===== src/shared/orirt_pkg.sv =====
package orirt_pkg;
   // operation modes
   localparam logic [7:0] MODE_ORIGIN_POS = 8'h10;
   localparam logic [7:0] MODE_ORIGIN_NEG = 8'h18;
   localparam logic [7:0] MODE_INTERP_CONT = 8'h62;
   localparam logic [7:0] MODE_INTERP_INCR = 8'h63;
   // start and stop commands
   localparam logic [7:0] CMD_START_LOW = 8'h50;
   localparam logic [7:0] CMD_START_HIGH_CONST = 8'h51;
   localparam logic [7:0] CMD_START_HIGH_DECEL = 8'h52;
   localparam logic [7:0] CMD_START_ACCEL_DECEL = 8'h53;
   localparam logic [7:0] CMD_STOP = 8'h49;
   // register offsets
   localparam logic [3:0] OFS_COMMAND = 4'h0;
   localparam logic [3:0] OFS_MODE = 4'h1;
   localparam logic [3:0] OFS_ENV = 4'h2;
   localparam logic [3:0] OFS_FEED = 4'h3;
   localparam logic [3:0] OFS_RANGE = 4'h4;
   localparam logic [3:0] OFS_STATUS = 4'h5;
   localparam logic [3:0] OFS_EVENT = 4'h6;
   localparam logic [3:0] OFS_COUNTER1 = 4'h7;
   localparam logic [3:0] OFS_COUNTER2 = 4'h8;
   // environment field positions
   localparam int ENV_CLR_DONE = 0;
   localparam int ENV_CLR_ERR = 1;
   localparam int ENV_C1_ORG = 2;
   localparam int ENV_C1_CLR = 3;
   localparam int ENV_C2_ORG = 4;
   localparam int ENV_C2_CLR = 5;
   localparam int ENV_ZUSE = 6;
   localparam int ENV_ZEDGE = 7;
   localparam int ENV_ZCNT_LO = 8;
   localparam int ENV_SD_IN = 12;
   localparam int ENV_SD_OUT = 13;
   localparam int ENV_STP_IN = 14;
   localparam int ENV_STP_OUT = 15;
   // reset values
   localparam logic [15:0] ENV_RESET = 16'h0000;
   localparam logic [7:0] MODE_RESET = 8'h00;
   // deviation clear pulse length
   localparam int CLR_PULSE_NS = 10000;
   localparam int CLK_NS = 8;
   localparam int CLR_PULSE_CYCLES = CLR_PULSE_NS / CLK_NS;
   typedef enum logic [1:0] {
      ORIRT_IDLE = 2'b00,
      ORIRT_RUN = 2'b01,
      ORIRT_ZCOUNT = 2'b11,
      ORIRT_DONE = 2'b10
   } orirt_state_type;
endpackage


===== src/hw/orirt_axis.sv =====
// The register offsets and strobed register access were decided locally.
`timescale 1ns/1ps
module orirt_axis
   import orirt_pkg::*;
#(
   parameter int FEED_WIDTH = 32
) (
   input wire logic clk_sys,
   input wire logic nrst,
   input wire logic [3:0] regAddr,
   input wire logic [31:0] regWdata,
   input wire logic regWr,
   input wire logic regRd,
   output logic [31:0] regRdata,
   input wire logic startSelect,
   input wire logic originIn,
   input wire logic zphaseIn,
   input wire logic atLowSpeed,
   input wire logic decelerating,
   input wire logic errorStop,
   input wire logic shared_slowdown_line_in,
   output logic shared_slowdown_line_out,
   output logic shared_slowdown_line_oe,
   input wire logic shared_stop_line_in,
   output logic shared_stop_line_out,
   output logic shared_stop_line_oe,
   input wire logic pulseTick,
   output logic pulseOut,
   output logic direction,
   output logic running,
   output logic deviation_clear_out
);
   logic [7:0] axis_operation_mode;
   logic [15:0] env;
   logic [FEED_WIDTH-1:0] feed_amount;
   logic [FEED_WIDTH-1:0] interp_range;
   logic [FEED_WIDTH-1:0] interpAcc;
   logic [FEED_WIDTH-1:0] counterOne;
   logic [FEED_WIDTH-1:0] counterTwo;
   logic [FEED_WIDTH-1:0] feedAbs;
   logic [FEED_WIDTH:0] accSum;
   logic [3:0] zphase_down_counter;
   logic zcount_event_flag;
   logic [2:0] orgSync;
   logic [2:0] zSync;
   logic [2:0] sdSync;
   logic [2:0] stpSync;
   logic orgLevel;
   logic zLevel;
   logic orgRise;
   logic zEdge;
   logic sharedStop;
   logic sharedSlow;
   logic errHit;
   logic doneHit;
   logic isOrigin;
   logic isInterp;
   logic cmdWrite;
   logic startCmd;
   logic stopCmd;
   logic incrDone;
   logic [FEED_WIDTH-1:0] dummyCount;
   logic [$clog2(CLR_PULSE_CYCLES+1)-1:0] clrCount;
   orirt_state_type state;
   orirt_state_type next_state;

   // input pins: three stages, a change counts when stages two and three agree
   always_ff @(posedge clk_sys or negedge nrst) begin
      if (!nrst) begin
         orgSync <= 3'b000;
         zSync <= 3'b000;
         sdSync <= 3'b111;
         stpSync <= 3'b111;
      end else begin
         orgSync <= {orgSync[1:0], originIn};
         zSync <= {zSync[1:0], zphaseIn};
         sdSync <= {sdSync[1:0], shared_slowdown_line_in};
         stpSync <= {stpSync[1:0], shared_stop_line_in};
      end
   end

   always_ff @(posedge clk_sys or negedge nrst) begin
      if (!nrst) begin
         orgLevel <= 1'b0;
         zLevel <= 1'b0;
         sharedStop <= 1'b0;
         sharedSlow <= 1'b0;
      end else begin
         if (orgSync[1] == orgSync[2]) begin
            orgLevel <= orgSync[2];
         end
         if (zSync[1] == zSync[2]) begin
            zLevel <= zSync[2];
         end
         if (stpSync[1] == stpSync[2]) begin
            sharedStop <= !stpSync[2];
         end
         if (sdSync[1] == sdSync[2]) begin
            sharedSlow <= !sdSync[2];
         end
      end
   end

   assign orgRise = (orgSync[1] == orgSync[2]) && orgSync[2] && !orgLevel;
   // edge polarity selected by software
   assign zEdge = (zSync[1] == zSync[2]) && (zSync[2] != zLevel) &&
                  (zSync[2] == env[ENV_ZEDGE]);

   assign isOrigin = (axis_operation_mode == MODE_ORIGIN_POS) || (axis_operation_mode == MODE_ORIGIN_NEG);
   assign isInterp = (axis_operation_mode == MODE_INTERP_CONT) || (axis_operation_mode == MODE_INTERP_INCR);
   assign cmdWrite = regWr && (regAddr == OFS_COMMAND);
   // several axes written by one command share this strobe; those with startSelect set start together
   assign startCmd = cmdWrite && startSelect && (regWdata[7:4] == CMD_START_LOW[7:4]) &&
                     (regWdata[7:0] <= CMD_START_ACCEL_DECEL);
   assign stopCmd = cmdWrite && (regWdata[7:0] == CMD_STOP);
   // incremental run ends on the dummy step that completes the whole range
   assign incrDone = (axis_operation_mode == MODE_INTERP_INCR) && pulseTick &&
                     (dummyCount + 1'b1 >= interp_range);
   // interpolation axes also stop on the shared stop line
   assign errHit = errorStop || (isInterp && env[ENV_STP_IN] && sharedStop);

   always_comb begin
      next_state = state;
      doneHit = 1'b0;
      case (state)
         ORIRT_IDLE: begin
            if (startCmd) begin
               next_state = ORIRT_RUN;
            end
         end
         ORIRT_RUN: begin
            if (errHit || stopCmd) begin
               next_state = ORIRT_DONE;
            end else if (isOrigin && orgRise) begin
               if (env[ENV_ZUSE]) begin
                  next_state = ORIRT_ZCOUNT;
               end else begin
                  next_state = ORIRT_DONE;
                  doneHit = 1'b1;
               end
            end else if (incrDone) begin
               next_state = ORIRT_DONE;
            end
         end
         ORIRT_ZCOUNT: begin
            if (errHit || stopCmd) begin
               next_state = ORIRT_DONE;
            end else if (zEdge && zphase_down_counter == 4'h0) begin
               next_state = ORIRT_DONE;
               doneHit = 1'b1;
            end
         end
         ORIRT_DONE: begin
            next_state = ORIRT_IDLE;
         end
         default: begin
            next_state = ORIRT_IDLE;
         end
      endcase
   end

   always_ff @(posedge clk_sys or negedge nrst) begin
      if (!nrst) begin
         state <= ORIRT_IDLE;
      end else begin
         state <= next_state;
      end
   end

   assign running = (state == ORIRT_RUN) || (state == ORIRT_ZCOUNT);

   // counting is confined to the Z state; outside it the counter reloads the env setting
   always_ff @(posedge clk_sys or negedge nrst) begin
      if (!nrst) begin
         zphase_down_counter <= ENV_RESET[ENV_ZCNT_LO +: 4];
      end else if (state == ORIRT_ZCOUNT && zEdge && zphase_down_counter != 4'h0) begin
         zphase_down_counter <= zphase_down_counter - 4'h1;
      end else if (state != ORIRT_ZCOUNT) begin
         zphase_down_counter <= env[ENV_ZCNT_LO +: 4];
      end
   end

   // set wins over a write-one clear in the same cycle
   always_ff @(posedge clk_sys or negedge nrst) begin
      if (!nrst) begin
         zcount_event_flag <= 1'b0;
      end else if (state == ORIRT_ZCOUNT && doneHit && decelerating) begin
         zcount_event_flag <= 1'b1;
      end else if (regWr && regAddr == OFS_EVENT && regWdata[0]) begin
         zcount_event_flag <= 1'b0;
      end
   end

   // deviation clear is a fixed-length pulse
   always_ff @(posedge clk_sys or negedge nrst) begin
      if (!nrst) begin
         clrCount <= '0;
      end else if (isOrigin && state == ORIRT_ZCOUNT || isOrigin && state == ORIRT_RUN) begin
         if ((doneHit && env[ENV_CLR_DONE]) ||
             (errHit && env[ENV_CLR_ERR] && !atLowSpeed)) begin
            clrCount <= ($clog2(CLR_PULSE_CYCLES+1))'(CLR_PULSE_CYCLES);
         end
      end else if (clrCount != '0) begin
         clrCount <= clrCount - 1'b1;
      end
   end

   assign deviation_clear_out = (clrCount != '0);

   // counters clear on the origin edge itself, not at the later stop
   always_ff @(posedge clk_sys or negedge nrst) begin
      if (!nrst) begin
         counterOne <= '0;
         counterTwo <= '0;
      end else begin
         if (running && isOrigin && orgRise && env[ENV_C1_ORG] && env[ENV_C1_CLR]) begin
            counterOne <= '0;
         end else if (pulseOut) begin
            counterOne <= direction ? counterOne + 1'b1 : counterOne - 1'b1;
         end
         if (running && isOrigin && orgRise && env[ENV_C2_ORG] && env[ENV_C2_CLR]) begin
            counterTwo <= '0;
         end else if (pulseOut) begin
            counterTwo <= direction ? counterTwo + 1'b1 : counterTwo - 1'b1;
         end
      end
   end

   assign feedAbs = feed_amount[FEED_WIDTH-1] ? (~feed_amount + 1'b1) : feed_amount;
   assign accSum = {1'b0, interpAcc} + {1'b0, feedAbs};

   // dummy axis steps at the largest-feed rate; own axis emits the ratio
   always_ff @(posedge clk_sys or negedge nrst) begin
      if (!nrst) begin
         interpAcc <= '0;
         dummyCount <= '0;
         pulseOut <= 1'b0;
      end else if (!running) begin
         interpAcc <= '0;
         dummyCount <= '0;
         pulseOut <= 1'b0;
      end else if (isInterp && pulseTick) begin
         dummyCount <= dummyCount + 1'b1;
         if (accSum >= {1'b0, interp_range}) begin
            interpAcc <= accSum[FEED_WIDTH-1:0] - interp_range;
            pulseOut <= 1'b1;
         end else begin
            interpAcc <= accSum[FEED_WIDTH-1:0];
            pulseOut <= 1'b0;
         end
      end else begin
         pulseOut <= !isInterp && pulseTick;
      end
   end

   always_comb begin
      if (isInterp) begin
         direction = !feed_amount[FEED_WIDTH-1];
      end else begin
         direction = (axis_operation_mode != MODE_ORIGIN_NEG);
      end
   end

   // open-drain shared lines, driven low while asserting
   assign shared_stop_line_out = 1'b0;
   assign shared_stop_line_oe = isInterp && env[ENV_STP_OUT] && running && errorStop;
   assign shared_slowdown_line_out = 1'b0;
   assign shared_slowdown_line_oe = isInterp && env[ENV_SD_OUT] && running && decelerating;

   // registers; each axis has its own set, so uninvolved axes run alone
   always_ff @(posedge clk_sys or negedge nrst) begin
      if (!nrst) begin
         axis_operation_mode <= MODE_RESET;
         env <= ENV_RESET;
         feed_amount <= '0;
         interp_range <= '0;
      end else if (regWr && !running) begin
         case (regAddr)
            OFS_MODE: axis_operation_mode <= regWdata[7:0];
            OFS_ENV: env <= regWdata[15:0];
            OFS_FEED: feed_amount <= regWdata[FEED_WIDTH-1:0];
            OFS_RANGE: interp_range <= regWdata[FEED_WIDTH-1:0];
            default: ;
         endcase
      end
   end

   always_ff @(posedge clk_sys or negedge nrst) begin
      if (!nrst) begin
         regRdata <= 32'h0000_0000;
      end else if (regRd) begin
         case (regAddr)
            OFS_MODE: regRdata <= {24'h00_0000, axis_operation_mode};
            OFS_ENV: regRdata <= {16'h0000, env};
            OFS_FEED: regRdata <= 32'(feed_amount);
            OFS_RANGE: regRdata <= 32'(interp_range);
            OFS_STATUS: regRdata <= {16'h0000, 4'h0, zphase_down_counter, 4'h0,
                                     sharedSlow, deviation_clear_out, direction, running};
            OFS_EVENT: regRdata <= {31'h0000_0000, zcount_event_flag};
            OFS_COUNTER1: regRdata <= 32'(counterOne);
            OFS_COUNTER2: regRdata <= 32'(counterTwo);
            default: regRdata <= 32'h0000_0000;
         endcase
      end else begin
         regRdata <= 32'h0000_0000;
      end
   end

   AST_ORIGIN_DONE: assert property (@(posedge clk_sys) disable iff (!nrst)
      (state == ORIRT_RUN && isOrigin && !env[ENV_ZUSE] && orgRise && !errHit && !stopCmd)
      |=> state == ORIRT_DONE) else $error("origin did not end run");
   AST_CLR_DONE: assert property (@(posedge clk_sys) disable iff (!nrst)
      (doneHit && isOrigin && env[ENV_CLR_DONE]) |=> deviation_clear_out) else $error("no clear on done");
   AST_CLR_ERR: assert property (@(posedge clk_sys) disable iff (!nrst)
      (running && isOrigin && errorStop && env[ENV_CLR_ERR] && !atLowSpeed) |=> deviation_clear_out)
      else $error("no clear on error");
   AST_NO_CLR_LOW: assert property (@(posedge clk_sys) disable iff (!nrst)
      (running && isOrigin && errorStop && atLowSpeed && !deviation_clear_out)
      |=> !deviation_clear_out) else $error("clear at low speed");
   AST_CNT1_CLR: assert property (@(posedge clk_sys) disable iff (!nrst)
      (running && isOrigin && orgRise && env[ENV_C1_ORG] && env[ENV_C1_CLR]) |=> counterOne == '0)
      else $error("counter one not cleared");
   AST_Z_DEC: assert property (@(posedge clk_sys) disable iff (!nrst)
      (state == ORIRT_ZCOUNT && zEdge && zphase_down_counter != 4'h0)
      |=> zphase_down_counter == $past(zphase_down_counter) - 4'h1) else $error("z not decremented");
   AST_Z_IDLE: assert property (@(posedge clk_sys) disable iff (!nrst)
      (state == ORIRT_IDLE) ##1 (state == ORIRT_IDLE) |-> zphase_down_counter == $past(env[ENV_ZCNT_LO +: 4]))
      else $error("idle z value wrong");
   AST_Z_EVENT: assert property (@(posedge clk_sys) disable iff (!nrst)
      (state == ORIRT_ZCOUNT && doneHit && decelerating) |=> zcount_event_flag) else $error("z event lost");
   AST_DIR_INTERP: assert property (@(posedge clk_sys) disable iff (!nrst)
      isInterp |-> direction == !feed_amount[FEED_WIDTH-1]) else $error("interp direction wrong");
   AST_STOP_ALL: assert property (@(posedge clk_sys) disable iff (!nrst)
      (running && isInterp && env[ENV_STP_IN] && sharedStop) |=> !running) else $error("shared stop ignored");

   COV_ORIGIN: cover property (@(posedge clk_sys) disable iff (!nrst) doneHit && !env[ENV_ZUSE]);
   COV_ZDONE: cover property (@(posedge clk_sys) disable iff (!nrst) state == ORIRT_ZCOUNT && doneHit);
   COV_INTERP: cover property (@(posedge clk_sys) disable iff (!nrst) isInterp && pulseOut);
endmodule // orirt_axis


===== config.mk =====
export PLATFORM = sky130hd
export DESIGN_NAME = orirt_axis
export DESIGN_NICKNAME = d
export VERILOG_FILES = /design/src/shared/orirt_pkg.sv /design/src/hw/orirt_axis.sv
export SDC_FILE = /design/constraint.sdc
export NUM_CORES = 1
export LEC_CHECK = 0
export BUFFER_PORTS_ARGS = -buffer_cell sky130_fd_sc_hd__buf_2
export CELL_PAD_IN_SITES_DETAIL_PLACEMENT = 0
export CELL_PAD_IN_SITES_GLOBAL_PLACEMENT = 1
export CORE_AREA = 2 2 213 215
export CTS_CLUSTER_DIAMETER = 100
export DETAILED_ROUTE_END_ITERATION = 12
export DIE_AREA = 0 0 215 217
export GPL_TIMING_DRIVEN = 0
export PLACE_DENSITY_LB_ADDON = 0.2
export SLEW_MARGIN = 20
export SYNTH_ARGS = -nofsm -noshare
export SYNTH_HDL_FRONTEND = slang
export SYNTH_SLANG_ARGS = --single-unit

===== constraint.sdc =====
create_clock -name clk_sys -period 19.13 [get_ports clk_sys]
set_clock_uncertainty 0.1 [all_clocks]
set_input_delay 0 -clock clk_sys [delete_from_list [all_inputs] [get_ports clk_sys]]
set_output_delay 0 -clock clk_sys [all_outputs]
set_load 0.005 [all_outputs]

After elaboration in Yosys (flattened, before gate mapping)
Index checks and enable logic that the tools add are counted.
{"block": "word_totals", "regBits": 283, "latch_bits": 0, "ram_bits": 0, "mem_bits_ro": 0, "in_bits": 49, "word_cells": 176, "n_memories": 0}
{"block": "op_classes", "addsub": 10, "mul": 0, "n_div": 0, "n_lt_le_gt_ge": 3, "eq_ne": 30, "n_shift": 0, "mux": 39, "bitwise_logic": 1, "reduce_logical": 71}
{"op": "two-way mux 32 bit", "n": 13}
{"op": "one-hot mux 32 bit (8 select lines)", "n": 1}
{"op": "adder 32 x 1 -> 32 bit, second input constant", "n": 4}
{"op": "subtractor 32 x 1 -> 32 bit, second input constant", "n": 2}
{"op": "logical AND 1 bit", "n": 41}
{"op": "adder 32 x 32 -> 33 bit", "n": 1}
{"op": "greater-or-equal comparator 33 x 32 -> 1 bit", "n": 1}
{"op": "two-way mux 11 bit", "n": 3}
{"op": "greater-or-equal comparator 32 bit", "n": 1}
{"op": "inverter 32 bit", "n": 1}
{"op": "subtractor 32 bit", "n": 1}
{"op": "equality test 8 x 7 -> 1 bit, second input constant", "n": 3}
{"op": "equality test 4 x 3 -> 1 bit, second input constant", "n": 5}
{"op": "equality test 8 x 5 -> 1 bit, second input constant", "n": 2}
{"op": "two-way mux 1 bit", "n": 12}
{"op": "two-way mux 2 bit", "n": 6}
{"op": "nonzero test 11 bit", "n": 1}
{"op": "subtractor 11 x 1 -> 11 bit, second input constant", "n": 1}
{"op": "AND reduction 2 bit", "n": 5}
{"op": "nonzero test 2 bit", "n": 5}
{"op": "equality test 4 x 2 -> 1 bit, second input constant", "n": 2}
{"op": "less-or-equal comparator 8 x 7 -> 1 bit, second input constant", "n": 1}
{"op": "zero test 4 bit", "n": 2}
{"op": "two-way mux 4 bit", "n": 2}
{"op": "other kinds (19)", "n": 38}

Logic depth before layout (Yosys ltp)
{"block": "logic_depth", "word_depth": 12, "ltp_mapped": 31}

Least setup slack after synthesis
No wires, ideal clock.
{"block": "synth_timing", "path_type": "register -> register", "from": "register feed_amount[4]", "to": "register interpAcc[25]", "setup_time_ps": 126, "arrival_time_ps": 6012, "t_required_ps": 18904, "slack_ps": 12892, "stages_incl_launch_ff": 30, "cell_sequence": "dfrtp_1 nor3_1 nand2b_1 nor2_1 nand3_1 or4_1 o41ai_1 xnor2_1 ha_1 a21o_1 a21o_1 a221oi_1 o21ai_1 a21o_1 a21oi_1 xnor2_1 ha_1 clkbuf_1 and4_1 and3_1 a221oi_1 o211ai_1 a21oi_1 o21ai_1 a211oi_1 o21a_1 buf_2 buf_4 nor3_1 a221o_1"}
{"block": "synth_between", "elab_chain_len": 8, "word_cells_on_any_way": 9}
{"item": "start, declared", "line_no": "orirt_axis.sv:35", "source": "logic [FEED_WIDTH-1:0] feed_amount;"}
{"item": "start signal, assigned", "line_no": "orirt_axis.sv:281", "source": "OFS_FEED: feed_amount <= regWdata[FEED_WIDTH-1:0];"}
{"item": "inverter 32 bit", "line_no": "orirt_axis.sv:229", "source": "assign feedAbs = feed_amount[FEED_WIDTH-1] ? (~feed_amount + 1'b1) : feed_amount;"}
{"item": "adder 32 x 1 -> 32 bit", "line_no": "orirt_axis.sv:229"}
{"item": "two-way mux 32 bit *", "line_no": "orirt_axis.sv:229"}
{"item": "adder 32 x 32 -> 33 bit *", "line_no": "orirt_axis.sv:230", "source": "assign accSum = {1'b0, interpAcc} + {1'b0, feedAbs};"}
{"item": "subtractor 32 bit or greater-or-equal comparator 33 x 32 -> 1 bit (tied branches)", "line_no": "orirt_axis.sv:245, orirt_axis.sv:244"}
{"item": "two-way mux 32 bit *", "line_no": "orirt_axis.sv:244", "source": "if (accSum >= {1'b0, interp_range}) begin"}
{"item": "two-way mux 32 bit *", "line_no": "orirt_axis.sv:242", "source": "end else if (isInterp && pulseTick) begin"}
{"item": "two-way mux 32 bit *", "line_no": "orirt_axis.sv:238", "source": "end else if (!running) begin"}
{"item": "end signal, assigned", "line_no": "orirt_axis.sv:245", "source": "interpAcc <= accSum[FEED_WIDTH-1:0] - interp_range;"}
{"item": "end signal, assigned", "line_no": "orirt_axis.sv:248", "source": "interpAcc <= accSum[FEED_WIDTH-1:0];"}
{"item": "end, declared", "line_no": "orirt_axis.sv:37", "source": "logic [FEED_WIDTH-1:0] interpAcc;"}
Mark *: on every way between the ends. The rest lies on a longest branch, timed or not. The select of a mux whose other input is x is not followed.
A chain may end at the register's enable or synchronous reset.

Final worst setup path
{"block": "layout_timing", "from": "register feed_amount[3]", "to": "register interpAcc[4]"}
Same word-level chain as after synthesis.

==> results_dict.tcl <==
set metrics [dict create \
    fp.dieH_um 217 \
    rows 78 \
    port_buffers 84 \
    nFillCells 4239 \
    cts_buffers 36 \
    antennaDiodeCount 0 \
    highest_layer "met4" \
    cpPeakStageDelay_ns 0.54 \
    outcome "completed" \
    met2_wirelength_mm 27.4 \
    track_usage_pct 25.2 \
    core_region_area_um2 44700 \
    insertion_delay_ns 0.55 \
    clk_pin_slew_ns 0.06 \
    first_pass_iters 7 \
    holdWs_ns 0.0373 \
    ys.flop_type "dfrtp_1" \
    hold_start "regAddr[0]" \
    yosys_register_bits 283 \
    synth-edff-count 0 \
    m1WireLength_mm 27.0 \
    synthArstFlopShare_pct 100 \
    drc 0 \
    nets 2486 \
    crit_path_top_delay_cell "or4_1" \
    cp_data_arrival_time_ns 7.99 \
    crit_type "register to register" \
    cp-startpoint "feed_amount[3]" \
    drive_gt1_share_pct 12.0 \
    antenna_found_initial 0 \
    fmax_mhz 130 \
    cts_buffer_depth 3 \
    antenna_left 0 \
    multi_input_area_um2 12100 \
    rsz0062_at_grt "no" \
    io_pins 89 \
    slew_violations 0 \
    r2r_cells 31 \
    die_w_um 215 \
    fin_tns_setup_ns 0 \
    grt_pass1_vias 16900 \
    holdPathStages 5 \
    r2r-start "feed_amount[3]" \
    syn_inst 2089 \
    drv_cap 0 \
    place_congestion 0.902 \
    finalHoldViolations 0 \
    period_share_pct 40.2 \
    clockRootBuffer "clkbuf_16" \
    hp-class "input pin to register" \
    initial_core_util_pct 44.2 \
    final_common_cell "dfrtp_1" \
    seq_area_um2 7090 \
    finish.utilization_pct 51.0 \
    met3_length_mm 2.09 \
    drt_iter0_drc 1181 \
    startpoint_type "register" \
    die_area_um2 46700 \
    wire_per_inst_um 20.4 \
    avgSynthCellArea_um2 9.46 \
    grt_max_degree 99 \
    cts_tree "done" \
    worst_setup_path_end_kind "register" \
    tightest_slew_ns 1.10 \
    crit_path_max_fanout 10 \
    area_growth_pct 15.3 \
    h-tree-depth 2 \
    relSlewSlack_pct 26.4 \
    ir_drop_mv 0.0683 \
    powerDensity_nw_per_um2 141 \
    worstPathRequired_ns 19.42 \
    yosysWarnings 0 \
    grt_pass1_wl_mm 92.7 \
    clock-sinks 283 \
    finalSetupViolCount 0 \
    synth.distinct_cells 77 \
    wirelength_mm 58.9 \
    min_period_ns 7.69 \
    syn-cell-area_um2 19800 \
    via_per_inst 5.76 \
    final_cell_mix "dfrtp_1 (277), ha_1 (163), nand2_1 (161)" \
    p_leak_nw 10.7 \
    yosysSeqAreaShare_pct 35.9 \
    hpwl_mm 45.0 \
    vias 16700 \
    overflow 0 \
    post_cts_buffers 0 \
]
==> final cells by class <==
| type | count | share of cell area, % |
|---|---|---|
| Timing Repair Buffer | 142 | 4.72 |
| Buffer | 78 | 1.37 |
| Inverter | 71 | 1.18 |
| Multi-Input combinational cell | 1658 | 53.1 |
| Tap cell | 600 | 3.29 |
| Clock inverter | 19 | 0.906 |
| Clock buffer | 45 | 4.32 |
| Sequential cell | 283 | 31.1 |
==> synth_stat cells (5+ instances only) <==
| cell type | instances | area share, % |
|---|---|---|
| a22oi_1 | 10 | 0.38 |
| or3_1 | 24 | 0.76 |
| o21ai_0 | 112 | 2.8 |
| nand3_1 | 51 | 1.3 |
| a21o_1 | 68 | 2.6 |
| buf_1 | 13 | 0.25 |
| nand4b_1 | 5 | 0.22 |
| a21oi_1 | 154 | 3.9 |
| nor3b_1 | 7 | 0.27 |
| dfstp_2 | 6 | 0.80 |
| nand2b_1 | 25 | 0.79 |
| a221o_1 | 8 | 0.41 |
| or2_2 | 6 | 0.19 |
| clkbuf_1 | 57 | 1.1 |
| nor4_1 | 6 | 0.19 |
| o21a_1 | 16 | 0.61 |
| a22o_1 | 24 | 1.1 |
| nand4_1 | 17 | 0.54 |
| o31ai_1 | 9 | 0.34 |
| or4_1 | 7 | 0.27 |
| nor2_1 | 145 | 2.8 |
| a211oi_1 | 27 | 1.0 |
| o21ai_1 | 16 | 0.41 |
| o211ai_1 | 16 | 0.61 |
| xor2_1 | 56 | 2.5 |
| xnor2_1 | 118 | 5.2 |
| inv_1 | 70 | 1.3 |
| nor3_1 | 35 | 0.89 |
| nand2_1 | 161 | 3.1 |
| nor4b_1 | 5 | 0.22 |
| mux2_2 | 91 | 5.2 |
| and3_1 | 24 | 0.76 |
| a222oi_1 | 42 | 2.1 |
| a31oi_1 | 20 | 0.63 |
| o21bai_1 | 17 | 0.65 |
| mux2i_1 | 73 | 3.7 |
| ha_1 | 163 | 10 |
| and2_1 | 11 | 0.35 |
| dfrtp_1 | 277 | 35 |
| nor2b_1 | 17 | 0.54 |
==> path summary, 6_finish.rpt <==
check	end	slack (ns)
worst max-delay path	interpAcc[4]	11.44
worst min-delay path	regRdata[1]	0.04
min in group asynchronous	clrCount[3]	0.61
max in group asynchronous	interp_range[29]	17.00
worst max register to register	interpAcc[4]	11.44
worst min register to register	stpSync[1]	0.25
==> repair_timing <==
action                    4_1_cts  5_1_grt
resized for setup               0        0
hold endpoints to repair      284        0
hold buffers                   53        0
==> report_power, final <==
part	total [mW]	internal [mW]	leakage [nW]	switching [mW]
clock	0.688	0.408	0.567	0.280
sequential	0.921	0.745	3.68	0.176
combinational	1.60	0.679	6.43	0.925
==> cell families (layout without fill, tap and decap cells) <==
| kind of cell | Yosys count | in the layout | synth area share [%] |
|---|---|---|---|
| mux | 164 | 164 | 8.89 |
| compound gates | 585 | 585 | 19.9 |
| other cells | 1 | 2 | 0.0190 |
| simple gates | 565 | 565 | 13.9 |
| fa+ha+maj | 168 | 168 | 10.8 |
| flops | 283 | 283 | 35.9 |
| buf+inv | 149 | 355 | 2.93 |
| xor+xnor | 174 | 174 | 7.71 |
==> routing by layer <==
| layer | GRT usage (%) | vias up |
|---|---|---|
| met5 | 0 | - |
| li1 | - | 8081 |
| met1 | 33.5 | 8119 |
| met3 | 2.42 | 109 |
| met2 | 42.1 | 365 |
| met4 | 11.3 | 0 |
==> state kept, by name, summed over array words and instances (netlist names), 11 cells and up <==
| name | flops |
|---|---|
| interp_range | 32 |
| clrCount | 11 |
| counterOne | 32 |
| env | 16 |
| regRdata | 32 |
| counterTwo | 32 |
| feed_amount | 32 |
| dummyCount | 32 |
| interpAcc | 32 |
==> metrics by stage <==
step | instances | instance area, µm² | worst slack [ns] | total power, mW
3_5_place_dp | 2779 | 21100 | 11.64 | 2.49
6_report | 2896 | 22800 | 11.44 | 3.21
2_1_floorplan | 2090 | 19800 | 12.89 | 2.08
4_1_cts | 2896 | 22800 | 11.53 | 3.21
5_1_grt | 2896 | 22800 | 10.76 | 3.45
3_3_place_gp | 2774 | 20900 | 11.62 | 2.46
==> worst max-delay path: cells and delay by family, from the launching register on <==
kind            cells  cell delay (ns)
simple gates        8             1.87
xor+xnor            2             0.33
fa+ha+maj           2             0.58
flops               1             0.47
compound gates     15             3.24
mux                 1             0.28
buf+inv             3             0.66
No activity file was read; power rests on OpenSTA's default activity.
